<file path="src/rtl/dsm_pkg.sv">
// package for the detector scrambler and meters block
// assumes an 8-bit host register port and a symbol-rate strobe
package dsm_pkg;

  // host port register offsets
  localparam logic [7:0] DSM_ADDR_MASK_HI  = 8'h03;
  localparam logic [7:0] DSM_ADDR_IRQ_SRC  = 8'h05;
  localparam logic [7:0] DSM_ADDR_DET_MODE = 8'h0c;
  localparam logic [7:0] DSM_ADDR_MTR_LO   = 8'h18;
  localparam logic [7:0] DSM_ADDR_MTR_HI   = 8'h19;
  localparam logic [7:0] DSM_ADDR_NTH_LO   = 8'h2a;
  localparam logic [7:0] DSM_ADDR_NTH_HI   = 8'h2b;
  localparam logic [7:0] DSM_ADDR_LOCK_TH  = 8'h2e;
  localparam logic [7:0] DSM_ADDR_SNR_LO   = 8'h34;
  localparam logic [7:0] DSM_ADDR_SNR_HI   = 8'h35;
  localparam logic [7:0] DSM_ADDR_STMR_LO  = 8'h36;
  localparam logic [7:0] DSM_ADDR_STMR_HI  = 8'h37;
  localparam logic [7:0] DSM_ADDR_BER_LO   = 8'h4c;
  localparam logic [7:0] DSM_ADDR_BER_HI   = 8'h4d;
  localparam logic [7:0] DSM_ADDR_SYM      = 8'h4e;
  localparam logic [7:0] DSM_ADDR_NSUM_LO  = 8'h50;
  localparam logic [7:0] DSM_ADDR_NSUM_HI  = 8'h51;
  localparam logic [7:0] DSM_ADDR_NHST_LO  = 8'h52;
  localparam logic [7:0] DSM_ADDR_NHST_HI  = 8'h53;

  // field positions
  localparam int DSM_MODE_LOCK_BIT = 0;
  localparam int DSM_MODE_FOUR_BIT = 1;
  localparam int DSM_MODE_RT_BIT   = 2;
  localparam int DSM_IRQ_SNR_BIT   = 0;
  localparam int DSM_IRQ_SYNC_BIT  = 3;

  // reset values
  localparam logic [7:0]  DSM_RST_BYTE = 8'h00;
  localparam logic [7:0]  DSM_RST_MASK = 8'hff;
  localparam logic [15:0] DSM_RST_WORD = 16'h0000;

  // locking sequence counts
  localparam int          DSM_LFSR_LEN    = 23;
  localparam logic [7:0]  DSM_DESCR_BITS  = 8'h17;
  localparam logic [7:0]  DSM_SCRAM_BITS  = 8'h7f;
  localparam logic [7:0]  DSM_SYNC_WIN    = 8'h80;
  localparam logic [15:0] DSM_SAT16       = 16'hffff;

  typedef enum logic [1:0] {LK_IDLE, LK_DESCR, LK_SCRAM, LK_LOCKED} dsm_lock_e;

  // detected symbol: sign first, magnitude second
  typedef struct packed {
    logic sign;
    logic mag;
  } dsm_sym_s;

  // one host port access
  typedef struct packed {
    logic       wr;
    logic       rd;
    logic [7:0] addr;
    logic [7:0] wdata;
  } dsm_host_req_s;

endpackage

</file>
<file path="src/rtl/dsm_detector_meters.sv">
// detector scrambler, lock sequencer, sync detector and meters
// assumes sym_valid_in is one pulse per symbol, inputs synchronous to clk_sys_in
// Functional notes
// one 23-bit LFSR, scrambler or descrambler
// feedback tap chosen by office or remote
// descrambler input from detector; -3=0, +3=1
// four-level gives sign then magnitude bit
// one step per symbol, two in four-level
// locked scrambler runs with input forced ones
// lock request bit starts hardware sequence
// 23 descrambler bits, 127 scrambler bits, repeat
// on sync raise interrupt, stay scrambling
// sequence persists until software clears request
// count matches over 128 comparisons
// lock only when count exceeds threshold
// error meter counts ones or agreements
// meters run over interval, results then loaded
// error counter saturates, copied at interval end
// inner symbol counter clears, counts, saturates
// top eight bits go to result
// 32-bit error sum, upper half to result
// count samples with error above threshold
// alarm sum on own timer, compare threshold
// mask bits gate interrupt sources onto output
// alarm status refuses clear while alarm holds
// slicer error is 16 bits wide
// all meter results update on one strobe
// clearing request aborts, setting restarts sequence
`timescale 1ns/1ps
`default_nettype none

module dsm_detector_meters
  import dsm_pkg::*;
#(
  parameter int TAP_CO = 5,
  parameter int TAP_RT = 18
)
(
  // clock and reset
  input  wire logic          clk_sys_in,
  input  wire logic          rst_n_in,
  // detector datapath
  input  wire logic          sym_valid_in,
  input  wire dsm_sym_s      sym_in,
  input  wire logic [15:0]   slicer_err_in,
  // host port
  input  wire dsm_host_req_s host_in,
  output logic [7:0]         host_rdata_out,
  // status
  output logic               locked_out,
  output logic               irq_oe_n_out
);

  typedef struct packed {
    dsm_lock_e   lk;
    logic [22:0] lfsr;
    logic [7:0]  bit_cnt;
    logic [7:0]  match_cnt;
    logic [7:0]  modes;
    logic [7:0]  mask;
    logic        irq_sync;
    logic        irq_snr;
    logic        snr_act;
    logic [15:0] mtr_int;
    logic [15:0] nth;
    logic [7:0]  lock_th;
    logic [15:0] snr_th;
    logic [15:0] snr_tmr;
    logic [15:0] mtr_cnt;
    logic [15:0] snr_cnt;
    logic [15:0] ber_cnt;
    logic [15:0] sym_cnt;
    logic [31:0] nsum;
    logic [15:0] nhist;
    logic [31:0] snr_sum;
    logic [15:0] ber_res;
    logic [7:0]  sym_res;
    logic [15:0] nsum_res;
    logic [15:0] nhist_res;
    logic [7:0]  hi_hold;
    logic [7:0]  rdata;
    logic        irq_oe_n;
    logic        locked;
  } dsm_state_s;

  dsm_state_s  st_q;
  dsm_state_s  st_d;
  logic        mtr_end;
  logic        snr_end;
  logic [15:0] ber_new;
  logic [15:0] sym_new;
  logic [31:0] nsum_new;
  logic [7:0]  match_new;
  logic        sync_set;

  function automatic logic [15:0] sat_inc(input logic [15:0] v, input logic inc);
    sat_inc = (inc && v != DSM_SAT16) ? 16'(v + 16'h0001) : v;
  endfunction

  function automatic logic [15:0] abs16(input logic [15:0] e);
    abs16 = e[15] ? 16'(~e + 16'h0001) : e;
  endfunction

  function automatic logic [15:0] next_tmr(input logic [15:0] cnt, input logic [15:0] len);
    next_tmr = (cnt <= 16'h0001) ? len : 16'(cnt - 16'h0001);
  endfunction

  always_comb
  begin
    logic        four;
    logic        bitv;
    logic        fb;
    logic        dout;
    logic        eq;
    logic        descr;
    logic [15:0] aerr;
    int          tap;
    st_d      = st_q;
    four      = 1'b0;
    bitv      = 1'b0;
    fb        = 1'b0;
    dout      = 1'b0;
    eq        = 1'b0;
    descr     = 1'b0;
    aerr      = abs16(slicer_err_in);
    tap       = 0;
    mtr_end   = 1'b0;
    snr_end   = 1'b0;
    sync_set  = 1'b0;
    ber_new   = st_q.ber_cnt;
    sym_new   = st_q.sym_cnt;
    nsum_new  = st_q.nsum;
    match_new = st_q.match_cnt;
    st_d.rdata = DSM_RST_BYTE;

    // host writes
    if (host_in.wr)
    begin
      case (host_in.addr)
        DSM_ADDR_MASK_HI:  st_d.mask = host_in.wdata;
        DSM_ADDR_DET_MODE: st_d.modes = host_in.wdata;
        DSM_ADDR_MTR_LO:   st_d.mtr_int[7:0] = host_in.wdata;
        DSM_ADDR_MTR_HI:   st_d.mtr_int[15:8] = host_in.wdata;
        DSM_ADDR_NTH_LO:   st_d.nth[7:0] = host_in.wdata;
        DSM_ADDR_NTH_HI:   st_d.nth[15:8] = host_in.wdata;
        DSM_ADDR_LOCK_TH:  st_d.lock_th = host_in.wdata;
        DSM_ADDR_SNR_LO:   st_d.snr_th[7:0] = host_in.wdata;
        DSM_ADDR_SNR_HI:   st_d.snr_th[15:8] = host_in.wdata;
        DSM_ADDR_STMR_LO:  st_d.snr_tmr[7:0] = host_in.wdata;
        DSM_ADDR_STMR_HI:  st_d.snr_tmr[15:8] = host_in.wdata;
        DSM_ADDR_IRQ_SRC:
        begin
          if (host_in.wdata[DSM_IRQ_SYNC_BIT])
            st_d.irq_sync = 1'b0;
          if (host_in.wdata[DSM_IRQ_SNR_BIT] && !st_q.snr_act)
            st_d.irq_snr = 1'b0;
        end
        default: ;
      endcase
    end

    // sequencer start and abort
    if (!st_d.modes[DSM_MODE_LOCK_BIT])
    begin
      st_d.lk      = LK_IDLE;
      st_d.bit_cnt = DSM_RST_BYTE;
    end
    else if (st_d.lk == LK_IDLE)
    begin
      st_d.lk        = LK_DESCR;
      st_d.bit_cnt   = DSM_RST_BYTE;
      st_d.match_cnt = DSM_RST_BYTE;
    end

    if (sym_valid_in)
    begin
      four = st_d.modes[DSM_MODE_FOUR_BIT];
      tap  = st_d.modes[DSM_MODE_RT_BIT] ? TAP_RT : TAP_CO;
      for (int k = 0; k < 2; k++)
      begin
        if (k == 0 || four)
        begin
          bitv  = (k == 0) ? sym_in.sign : sym_in.mag;
          fb    = st_d.lfsr[tap - 1] ^ st_d.lfsr[DSM_LFSR_LEN - 1];
          descr = (st_d.lk == LK_IDLE) || (st_d.lk == LK_DESCR);
          eq    = ((~fb) == bitv);
          if (descr)
          begin
            dout      = bitv ^ fb;
            st_d.lfsr = {st_d.lfsr[21:0], bitv};
            ber_new   = sat_inc(ber_new, dout);
          end
          else
          begin
            dout      = ~fb;
            st_d.lfsr = {st_d.lfsr[21:0], dout};
            ber_new   = sat_inc(ber_new, eq);
          end
          unique case (st_d.lk)
            LK_IDLE, LK_LOCKED: ;
            LK_DESCR:
            begin
              st_d.bit_cnt = 8'(st_d.bit_cnt + 8'h01);
              if (st_d.bit_cnt == DSM_DESCR_BITS)
              begin
                st_d.lk        = LK_SCRAM;
                st_d.bit_cnt   = DSM_RST_BYTE;
                st_d.match_cnt = {7'h00, eq};
              end
            end
            LK_SCRAM:
            begin
              st_d.match_cnt = 8'(st_d.match_cnt + {7'h00, eq});
              st_d.bit_cnt   = 8'(st_d.bit_cnt + 8'h01);
              if (st_d.bit_cnt == DSM_SCRAM_BITS)
              begin
                match_new    = st_d.match_cnt;
                st_d.bit_cnt = DSM_RST_BYTE;
                if (st_d.match_cnt > st_q.lock_th)
                begin
                  st_d.lk  = LK_LOCKED;
                  sync_set = 1'b1;
                end
                else
                  st_d.lk = LK_DESCR;
              end
            end
          endcase
        end
      end

      // interval meters
      sym_new  = sat_inc(st_q.sym_cnt, sym_in.mag);
      nsum_new = st_q.nsum + {16'h0000, aerr};
      st_d.nhist = sat_inc(st_q.nhist, aerr > st_q.nth);
      mtr_end  = (st_q.mtr_cnt <= 16'h0001);
      st_d.mtr_cnt = next_tmr(st_q.mtr_cnt, st_q.mtr_int);
      if (mtr_end)
      begin
        st_d.ber_res   = ber_new;
        st_d.sym_res   = sym_new[15:8];
        st_d.nsum_res  = nsum_new[31:16];
        st_d.nhist_res = st_d.nhist;
        st_d.ber_cnt   = DSM_RST_WORD;
        st_d.sym_cnt   = DSM_RST_WORD;
        st_d.nsum      = {DSM_RST_WORD, DSM_RST_WORD};
        st_d.nhist     = DSM_RST_WORD;
      end
      else
      begin
        st_d.ber_cnt = ber_new;
        st_d.sym_cnt = sym_new;
        st_d.nsum    = nsum_new;
      end

      // alarm meter on its own timer
      st_d.snr_sum = st_q.snr_sum + {16'h0000, aerr};
      snr_end      = (st_q.snr_cnt <= 16'h0001);
      st_d.snr_cnt = next_tmr(st_q.snr_cnt, st_q.snr_tmr);
      if (snr_end)
      begin
        st_d.snr_act = (st_d.snr_sum[31:16] > st_q.snr_th);
        st_d.snr_sum = {DSM_RST_WORD, DSM_RST_WORD};
      end
    end

    // status sets win over clears
    if (sync_set)
      st_d.irq_sync = 1'b1;
    if (st_d.snr_act && snr_end)
      st_d.irq_snr = 1'b1;

    // host reads, result low byte latches high byte
    if (host_in.rd)
    begin
      case (host_in.addr)
        DSM_ADDR_MASK_HI:  st_d.rdata = st_q.mask;
        DSM_ADDR_DET_MODE: st_d.rdata = st_q.modes;
        DSM_ADDR_IRQ_SRC:
        begin
          st_d.rdata = DSM_RST_BYTE;
          st_d.rdata[DSM_IRQ_SYNC_BIT] = st_q.irq_sync;
          st_d.rdata[DSM_IRQ_SNR_BIT]  = st_q.irq_snr;
        end
        DSM_ADDR_MTR_LO:   st_d.rdata = st_q.mtr_int[7:0];
        DSM_ADDR_MTR_HI:   st_d.rdata = st_q.mtr_int[15:8];
        DSM_ADDR_NTH_LO:   st_d.rdata = st_q.nth[7:0];
        DSM_ADDR_NTH_HI:   st_d.rdata = st_q.nth[15:8];
        DSM_ADDR_LOCK_TH:  st_d.rdata = st_q.lock_th;
        DSM_ADDR_SNR_LO:   st_d.rdata = st_q.snr_th[7:0];
        DSM_ADDR_SNR_HI:   st_d.rdata = st_q.snr_th[15:8];
        DSM_ADDR_STMR_LO:  st_d.rdata = st_q.snr_tmr[7:0];
        DSM_ADDR_STMR_HI:  st_d.rdata = st_q.snr_tmr[15:8];
        DSM_ADDR_SYM:      st_d.rdata = st_q.sym_res;
        DSM_ADDR_BER_LO:
        begin
          st_d.rdata   = st_q.ber_res[7:0];
          st_d.hi_hold = st_q.ber_res[15:8];
        end
        DSM_ADDR_NSUM_LO:
        begin
          st_d.rdata   = st_q.nsum_res[7:0];
          st_d.hi_hold = st_q.nsum_res[15:8];
        end
        DSM_ADDR_NHST_LO:
        begin
          st_d.rdata   = st_q.nhist_res[7:0];
          st_d.hi_hold = st_q.nhist_res[15:8];
        end
        DSM_ADDR_BER_HI, DSM_ADDR_NSUM_HI, DSM_ADDR_NHST_HI:
          st_d.rdata = st_q.hi_hold;
        default:           st_d.rdata = DSM_RST_BYTE;
      endcase
    end

    // shared interrupt, low while any unmasked cause
    st_d.irq_oe_n = ~((st_d.irq_sync & ~st_d.mask[DSM_IRQ_SYNC_BIT])
                    | (st_d.irq_snr & ~st_d.mask[DSM_IRQ_SNR_BIT]));
    st_d.locked   = (st_d.lk == LK_LOCKED);
  end

  always_ff @(posedge clk_sys_in)
  begin
    if (!rst_n_in)
    begin
      st_q          <= '0;
      st_q.lk       <= LK_IDLE;
      st_q.mask     <= DSM_RST_MASK;
      st_q.irq_oe_n <= 1'b1;
    end
    else
      st_q <= st_d;
  end

  assign host_rdata_out = st_q.rdata;
  assign locked_out     = st_q.locked;
  assign irq_oe_n_out   = st_q.irq_oe_n;
endmodule

`default_nettype wire

</file>
<file path="config.mk">
export PLATFORM = sky130hd
export DESIGN_NAME = dsm_detector_meters
export DESIGN_NICKNAME = d
export VERILOG_FILES = /design/src/rtl/dsm_pkg.sv /design/src/rtl/dsm_detector_meters.sv
export SDC_FILE = /design/constraint.sdc
export NUM_CORES = 1
export LEC_CHECK = 0
export ABC_CLOCK_PERIOD_IN_PS = 7660
export CORE_MARGIN = 2
export CORE_UTILIZATION = 50
export CTS_CLUSTER_SIZE = 25
export DETAILED_ROUTE_END_ITERATION = 10
export DONT_BUFFER_PORTS = 1
export GPL_TIMING_DRIVEN = 1
export HOLD_SLACK_MARGIN = 0.02
export PLACE_DENSITY = 0.7
export SLEW_MARGIN = 15
export SYNTH_ARGS = -nofsm -noshare
export SYNTH_HDL_FRONTEND = slang
export SYNTH_SLANG_ARGS = --single-unit
</file>
<file path="constraint.sdc">
create_clock -name clk_sys_in -period 7.66 [get_ports clk_sys_in]
set_input_delay 0.383 -clock clk_sys_in [delete_from_list [all_inputs] [get_ports clk_sys_in]]
set_output_delay 0.383 -clock clk_sys_in [all_outputs]
set_load 0.005 [all_outputs]
</file>
==> metrics, run 1 <==
Worst Skew=0.0158 ns; Layout area overhead=8.62%; total power=6.13 mW; GRT Util Overall=0.315; Final Hold Fails=0; static leakage=8.37 nW; final worst-path cycle share=0.834; Seq cells post-synth=350; final setup vio count=0; critical path's most frequent cell=ha_1; Max VDD drop=0.200 mV; f_max=157 MHz; Die H=213 µm; Min-Delay Path Class=primary input to register; Synth area leader=dfxtp_1; Warnings, synthesis=0; I/O pin count=49; core box area=43,000 µm²; CP endpoint kind=register; drt wl/cell=21.4 µm; Crit Path Max Fanout=7; TritonCTS buffer count=40; postcts setup bufs=0; most frequent cells in the layout=356 x nand2_1, 350 x dfxtp_1, 294 x nor2_1; CP bufs+invs=2; final setup TNS=0 ns; Placed Cells=3,299; Post-synth EDFFs=0; Max Cap Viol=0; Cell Area, Synth=21,800 µm²; Register-to-Register Path Depth=25; routed wire length=72,500 µm; CTS Root Cell=clkbuf_16; clock slew at reported path FFs=0.06 ns; Worst path top cell family by delay=compound AO/OA/AOI/OAI gates; Worst slew margin=0.199; fraction of layout cells with a size suffix above 1=0.0515; count of cell types in the netlist=100; fin cells=3,387; DRT antenna net count=0; initial core utilization=0.506; largest net degree at the start of global routing=105; fin crit period=6.38 ns; share of the synthesized area in the top cell type=0.322; CP arrival=6.86 ns; routed via count divided by cell count=6.38; register area share after synthesis=0.322; CP Launch Type=register; drt drc=0; Setup CP Type=register to register; syn_nets=3,011; CTS max path bufs=3; Fin Hold WS=0.0511 ns; max incr delay on CP=0.48 ns; total gr overflow=0; TritonCTS clock tree=built; die area=45,200 µm²; RSZ-0062 raised after global routing=no; transition time of the tightest slew-check pin=1.20 ns; Final nets=2,917; H-Tree Depth=2; PwrDens=259 nW/µm²; status=completed; clock sink count=350; Post-synth ARST share=0; Initial DRT Pass Iterations=6; Placer Congestion=0.981; CP required=8.13 ns; DR iter-0 viols=2,546; critical path depth=25; Die Width=213 µm; Slowest-stage cell, CP=a21oi_1; Post-synth top flop=dfxtp_1; hold depth=2; initial antenna violation count=5; hpwl dp=48,900 µm; DR vias=21,613; Synth area leaders=dfxtp_1 32%, nand2_1 6.1%, ha_1 5.9%; Cells after Synth=2,867; Port Buffers=0; row count=76; Slew Limit Fails=0; Mapped Avg Cell Area=7.59 µm²; Worst-Skew Late Latency=0.57 ns; Post-Route Utilization=0.550; first-pass GRT wire length=112,000 µm; vias in the first global route=19,893; most common cell after layout, fill and taps aside=nand2_1
## metal layers
layer / vias up / track usage / part of all wire
li1: 10174 / - / -
met1: 10311 / 0.425 / 0.43
met2: 932 / 0.497 / 0.44
met3: 194 / 0.0532 / 0.085
met4: 2 / 0.137 / 0.041
met5: - / 0 / 0.00015
## state kept, by name (all words and copies together), names as in the netlist
signal and count:
locked_out 1, irq_oe_n_out 1, host_rdata_out 8, st_q 340
## worst paths after layout
check,to,start,slack (ns)
setup / recovery,st_q[316]$_SDFF_PN0_,st_q[347]$_SDFFE_PN0P_,1.28
hold / removal,st_q[334]$_SDFFE_PN0P_,sym_valid_in,0.05
setup reg to reg,st_q[316]$_SDFF_PN0_,st_q[347]$_SDFFE_PN0P_,1.28
hold reg to reg,st_q[96]$_SDFFE_PN0P_,st_q[96]$_SDFFE_PN0P_,0.45
## power breakdown
group          switching (mW)  internal, mW
Sequential              0.198          2.05
Combinational            1.15         0.665
Clock                   0.818          1.25
## synth_stat cells (all sizes together), types with 59 or more instances
library cell	count
ha	103
clkbuf	157
nand2	357
o21ai	193
inv	96
dfxtp	350
nor3	59
nand3	182
a21oi	238
a211oi	88
xnor2	100
nor2	297
## cells by family (layout without fill, tap and decap cells)
logic type,count (synthesis),in the layout,share of synthesized area
AO/OA/AOI/OAI,813,813,0.243
XOR/XNOR,138,138,0.0565
adder cells (fa/ha/maj),105,105,0.0611
buffers and inverters,279,210,0.0500
flip-flops,350,350,0.322
multiplexers,53,53,0.0245
other,0,4,0
AND/OR/NAND/NOR,1129,1129,0.243
## area by class of cell
cell class	instances	area [µm²]
Antenna cell	4	10.0
Clock buffer	51	1100
Clock inverter	16	268
Fill cell	4080	19300
Inverter	97	372
Multi-Input combinational cell	2238	13700
Sequential cell	350	7010
Tap cell	585	732
Timing Repair Buffer	46	440
## what timing repair did
action | CTS | global route
hold buffers | 17 | 0
resized for setup | 0 | 0
endpoints found under the hold margin | 159 | 0
## through the flow
stage / setup slack [ns] / instance area, µm²
floorplan: 1.38 / 21800
global placement: 0.986 / 22000
detailed placement: 0.847 / 22000
CTS: 1.38 / 23600
global route: 0.803 / 23600
finish: 1.28 / 23600
Power figures use the tool's default switching activity.
==> inputs of run 2 (changes only) <==
--- a/config.mk
+++ b/config.mk
@@ -5,7 +5,8 @@
 export SDC_FILE = /design/constraint.sdc
 export NUM_CORES = 1
 export LEC_CHECK = 0
-export ABC_CLOCK_PERIOD_IN_PS = 7660
+export ABC_AREA = 1
+export ABC_CLOCK_PERIOD_IN_PS = 5700
 export CORE_MARGIN = 2
 export CORE_UTILIZATION = 50
 export CTS_CLUSTER_SIZE = 25
@@ -13,7 +14,7 @@
 export DONT_BUFFER_PORTS = 1
 export GPL_TIMING_DRIVEN = 1
 export HOLD_SLACK_MARGIN = 0.02
-export PLACE_DENSITY = 0.7
+export PLACE_DENSITY = 0.73
 export SLEW_MARGIN = 15
 export SYNTH_ARGS = -nofsm -noshare
 export SYNTH_HDL_FRONTEND = slang
==> constraint.sdc (replaced) <==
create_clock -name clk_sys_in -period 5.7 [get_ports clk_sys_in]
set_input_delay 0.285 -clock clk_sys_in [delete_from_list [all_inputs] [get_ports clk_sys_in]]
set_output_delay 0.285 -clock clk_sys_in [all_outputs]
set_load 0.005 [all_outputs]
==> run 2 against run 1 <==
Net effect: cell count rose by 5.0%; global-route usage down 4.6 points; total power rose by 23%; maximum frequency rose by 21%; via count shrank 6.5%; register-to-register slack worse by 0.85 ns; die area decreased by 4.4%; critical path depth is 1 higher; non-clock buffer count fell by 6; flip-flop and latch count unchanged; critical path type unchanged; critical endpoint is now st_q[310]$_SDFF_PN0_.
==> metrics, run 2 <==
Crit Path Max Fanout=15; Placer Congestion=1.01; Sequential Power Share=0.376; Worst Skew=0.0260 ns; share of the synthesized area in the top cell type=0.337; Cell Area, Synth=20,800 µm²; Die H=208 µm; RSZ-0062 raised after global routing=no; Post-synth ARST share=0; # fillers=3,886; Min-Delay Path Class=primary input to register; Max VDD drop=0.289 mV; Net Sw Frac=0.336; transition time of the tightest slew-check pin=1.11 ns; count leader, synth=nand2_1; Worst-Skew Late Latency=0.55 ns; worst setup margin=0.425 ns; first-pass GRT wire length=96,500 µm; clock sink count=350; core box area=40,900 µm²; Synth area leader=dfxtp_1; static leakage=9.28 nW; CTS Root Cell=clkbuf_16; TritonCTS clock tree=built; Clk pwr share=0.357; Mapped Avg Cell Area=6.85 µm²; H-Tree Depth=2; Synth area leaders=dfxtp_1 34%, nand2_1 11%, inv_1 7.8%; Placed Cells=3,467; top cells by count, synth=599 x nand2_1, 432 x inv_1, 350 x dfxtp_1; GRT Util Overall=0.270; hpwl dp=42,600 µm; Slew Limit Fails=0; final setup vio count=0; Max Cap Viol=0; Cells after Synth=3,033; Post-synth top flop=dfxtp_1; f_max=190 MHz; register area share after synthesis=0.337; TritonCTS buffer count=39; final setup TNS=0 ns; count of cell types in the netlist=65; CTS max path bufs=3; drt drc=0; routed wire length=60,500 µm; Largest Register=st_q; row count=74; Worst slew margin=0.259; DRT antenna net count=0; syn_nets=3,177; DR iter-0 viols=1,759; I/O pin count=49; PwrDens=332 nW/µm²; largest net degree at the start of global routing=110; Setup CP Type=register to register; Internal Pwr Total=5.00 mW; clock slew at reported path FFs=0.06 ns; total power=7.53 mW; busiest grt layer=met2; GR Util met2=0.443; Final Hold Fails=0; status=completed; Initial DRT Pass Iterations=6; fin crit period=5.28 ns; initial core utilization=0.508; CP arrival=5.76 ns; Warnings, synthesis=0; Die Width=208 µm; DR vias=20,211; Port Buffers=0; P_sw=2.53 mW; M1 GR Usage=0.351; initial antenna violation count=2; Place WS=0.180 ns; CP Launch Type=register; fraction of layout cells with a size suffix above 1=0.0636; vias in the first global route=18,728; total gr overflow=0; combinational power share=0.267; drt wl/cell=17.0 µm; max reg flops=340; fin cells=3,556; routed via count divided by cell count=5.68; most frequent cells in the layout=599 x nand2_1, 430 x inv_1, 350 x dfxtp_1; Final nets=3,136; Layout area overhead=9.32%; die area=43,200 µm²; final worst-path cycle share=0.926; CP endpoint kind=register; Post-synth EDFFs=0; most common cell after layout, fill and taps aside=nand2_1; M3 GR Usage=0.0401; CP required=6.18 ns; Seq cells post-synth=350
[run 2: critical path, cell delays in order (launching register included)]
cell and delay, ns:
dfxtp_1 0.31, nor2_1 0.43, inv_1 0.22, nor2_1 0.26
inv_2 0.12, nand2_1 0.09, inv_1 0.07, ha_1 0.23
ha_1 0.22, nand3_1 0.13, nor2_1 0.06, nand2_1 0.07
xor2_1 0.20, inv_1 0.07, ha_1 0.27, nand2_1 0.06
nor2_1 0.15, nand2_1 0.07, a221oi_1 0.33, o21ai_0 0.12
nand2_1 0.10, ha_1 0.24, nor2_1 0.32, buf_4 0.28
nand3_1 0.09, a31oi_1 0.17, dlygate4sd3_1 0.55
[run 2: timing repair]
| action | in CTS | in global routing |
|---|---|---|
| hold endpoints to repair | 157 | 0 |
| setup buffers | 0 | 2 |
| hold buffers | 14 | 0 |
| endpoints found under the setup margin | 0 | 1 |
| resized for setup | 0 | 2 |
[run 2: power by group through the flow]
stage               Combinational, mW  Sequential, mW  Clock, mW
floorplan                        1.54            2.83          0
finish                           2.01            2.83       2.69
CTS                              1.99            2.83       2.72
global route                     2.27            2.85       2.82
detailed placement               1.93            2.88          0
global placement                 1.88            2.87          0
[run 2: layout make-up]
type                            count  area, µm²  share of cell area
Multi-Input combinational cell   2108      11600               0.510
Sequential cell                   350       7010               0.308
Inverter                          453       1720              0.0755
Clock buffer                       53       1140              0.0501
Tap cell                          532        666              0.0293
Timing Repair Buffer               40        373              0.0164
Clock inverter                     16        231              0.0102
Antenna cell                        4       10.0            0.000441
[run 2: cell families after synthesis]
logic type               share of synthesized area
AND/OR/NAND/NOR                              0.239
AO/OA/AOI/OAI                                0.201
buffers and inverters                        0.107
flip-flops                                   0.337
XOR/XNOR                                    0.0520
adder cells (fa/ha/maj)                     0.0639
multiplexers                              0.000482
[run 2: path summary, 6_finish.rpt]
kind | startpoint | endpoint | slack, ns | cells past startpoint
setup / recovery | st_q[349]$_SDFF_PN0_ | st_q[310]$_SDFF_PN0_ | 0.42 | 26
hold reg to reg | st_q[35]$_SDFFE_PN0P_ | st_q[35]$_SDFFE_PN0P_ | 0.46 | 2
hold / removal | sym_valid_in | st_q[203]$_SDFFE_PN0P_ | 0.03 | 3
setup reg to reg | st_q[349]$_SDFF_PN0_ | st_q[310]$_SDFF_PN0_ | 0.42 | 26
[run 2: stage by stage]
| step | util | instance area, µm² | hold WS (ns) |
|---|---|---|---|
| after floorplan | - | 20800 | 0.424 |
| after global placement | 0.517 | 21100 | 0.417 |
| after detailed placement | 0.517 | 21100 | 0.414 |
| after CTS | 0.554 | 22700 | 0.0209 |
| after global routing | 0.555 | 22700 | 0.0519 |
| final | 0.555 | 22700 | 0.0338 |
[run 2: per-layer routing]
| layer | vias up | part of all wire |
|---|---|---|
| met1 | 9415 | 0.43 |
| li1 | 9946 | - |
| met3 | 125 | 0.068 |
| met4 | 0 | 0.042 |
| met5 | - | 0 |
| met2 | 725 | 0.46 |
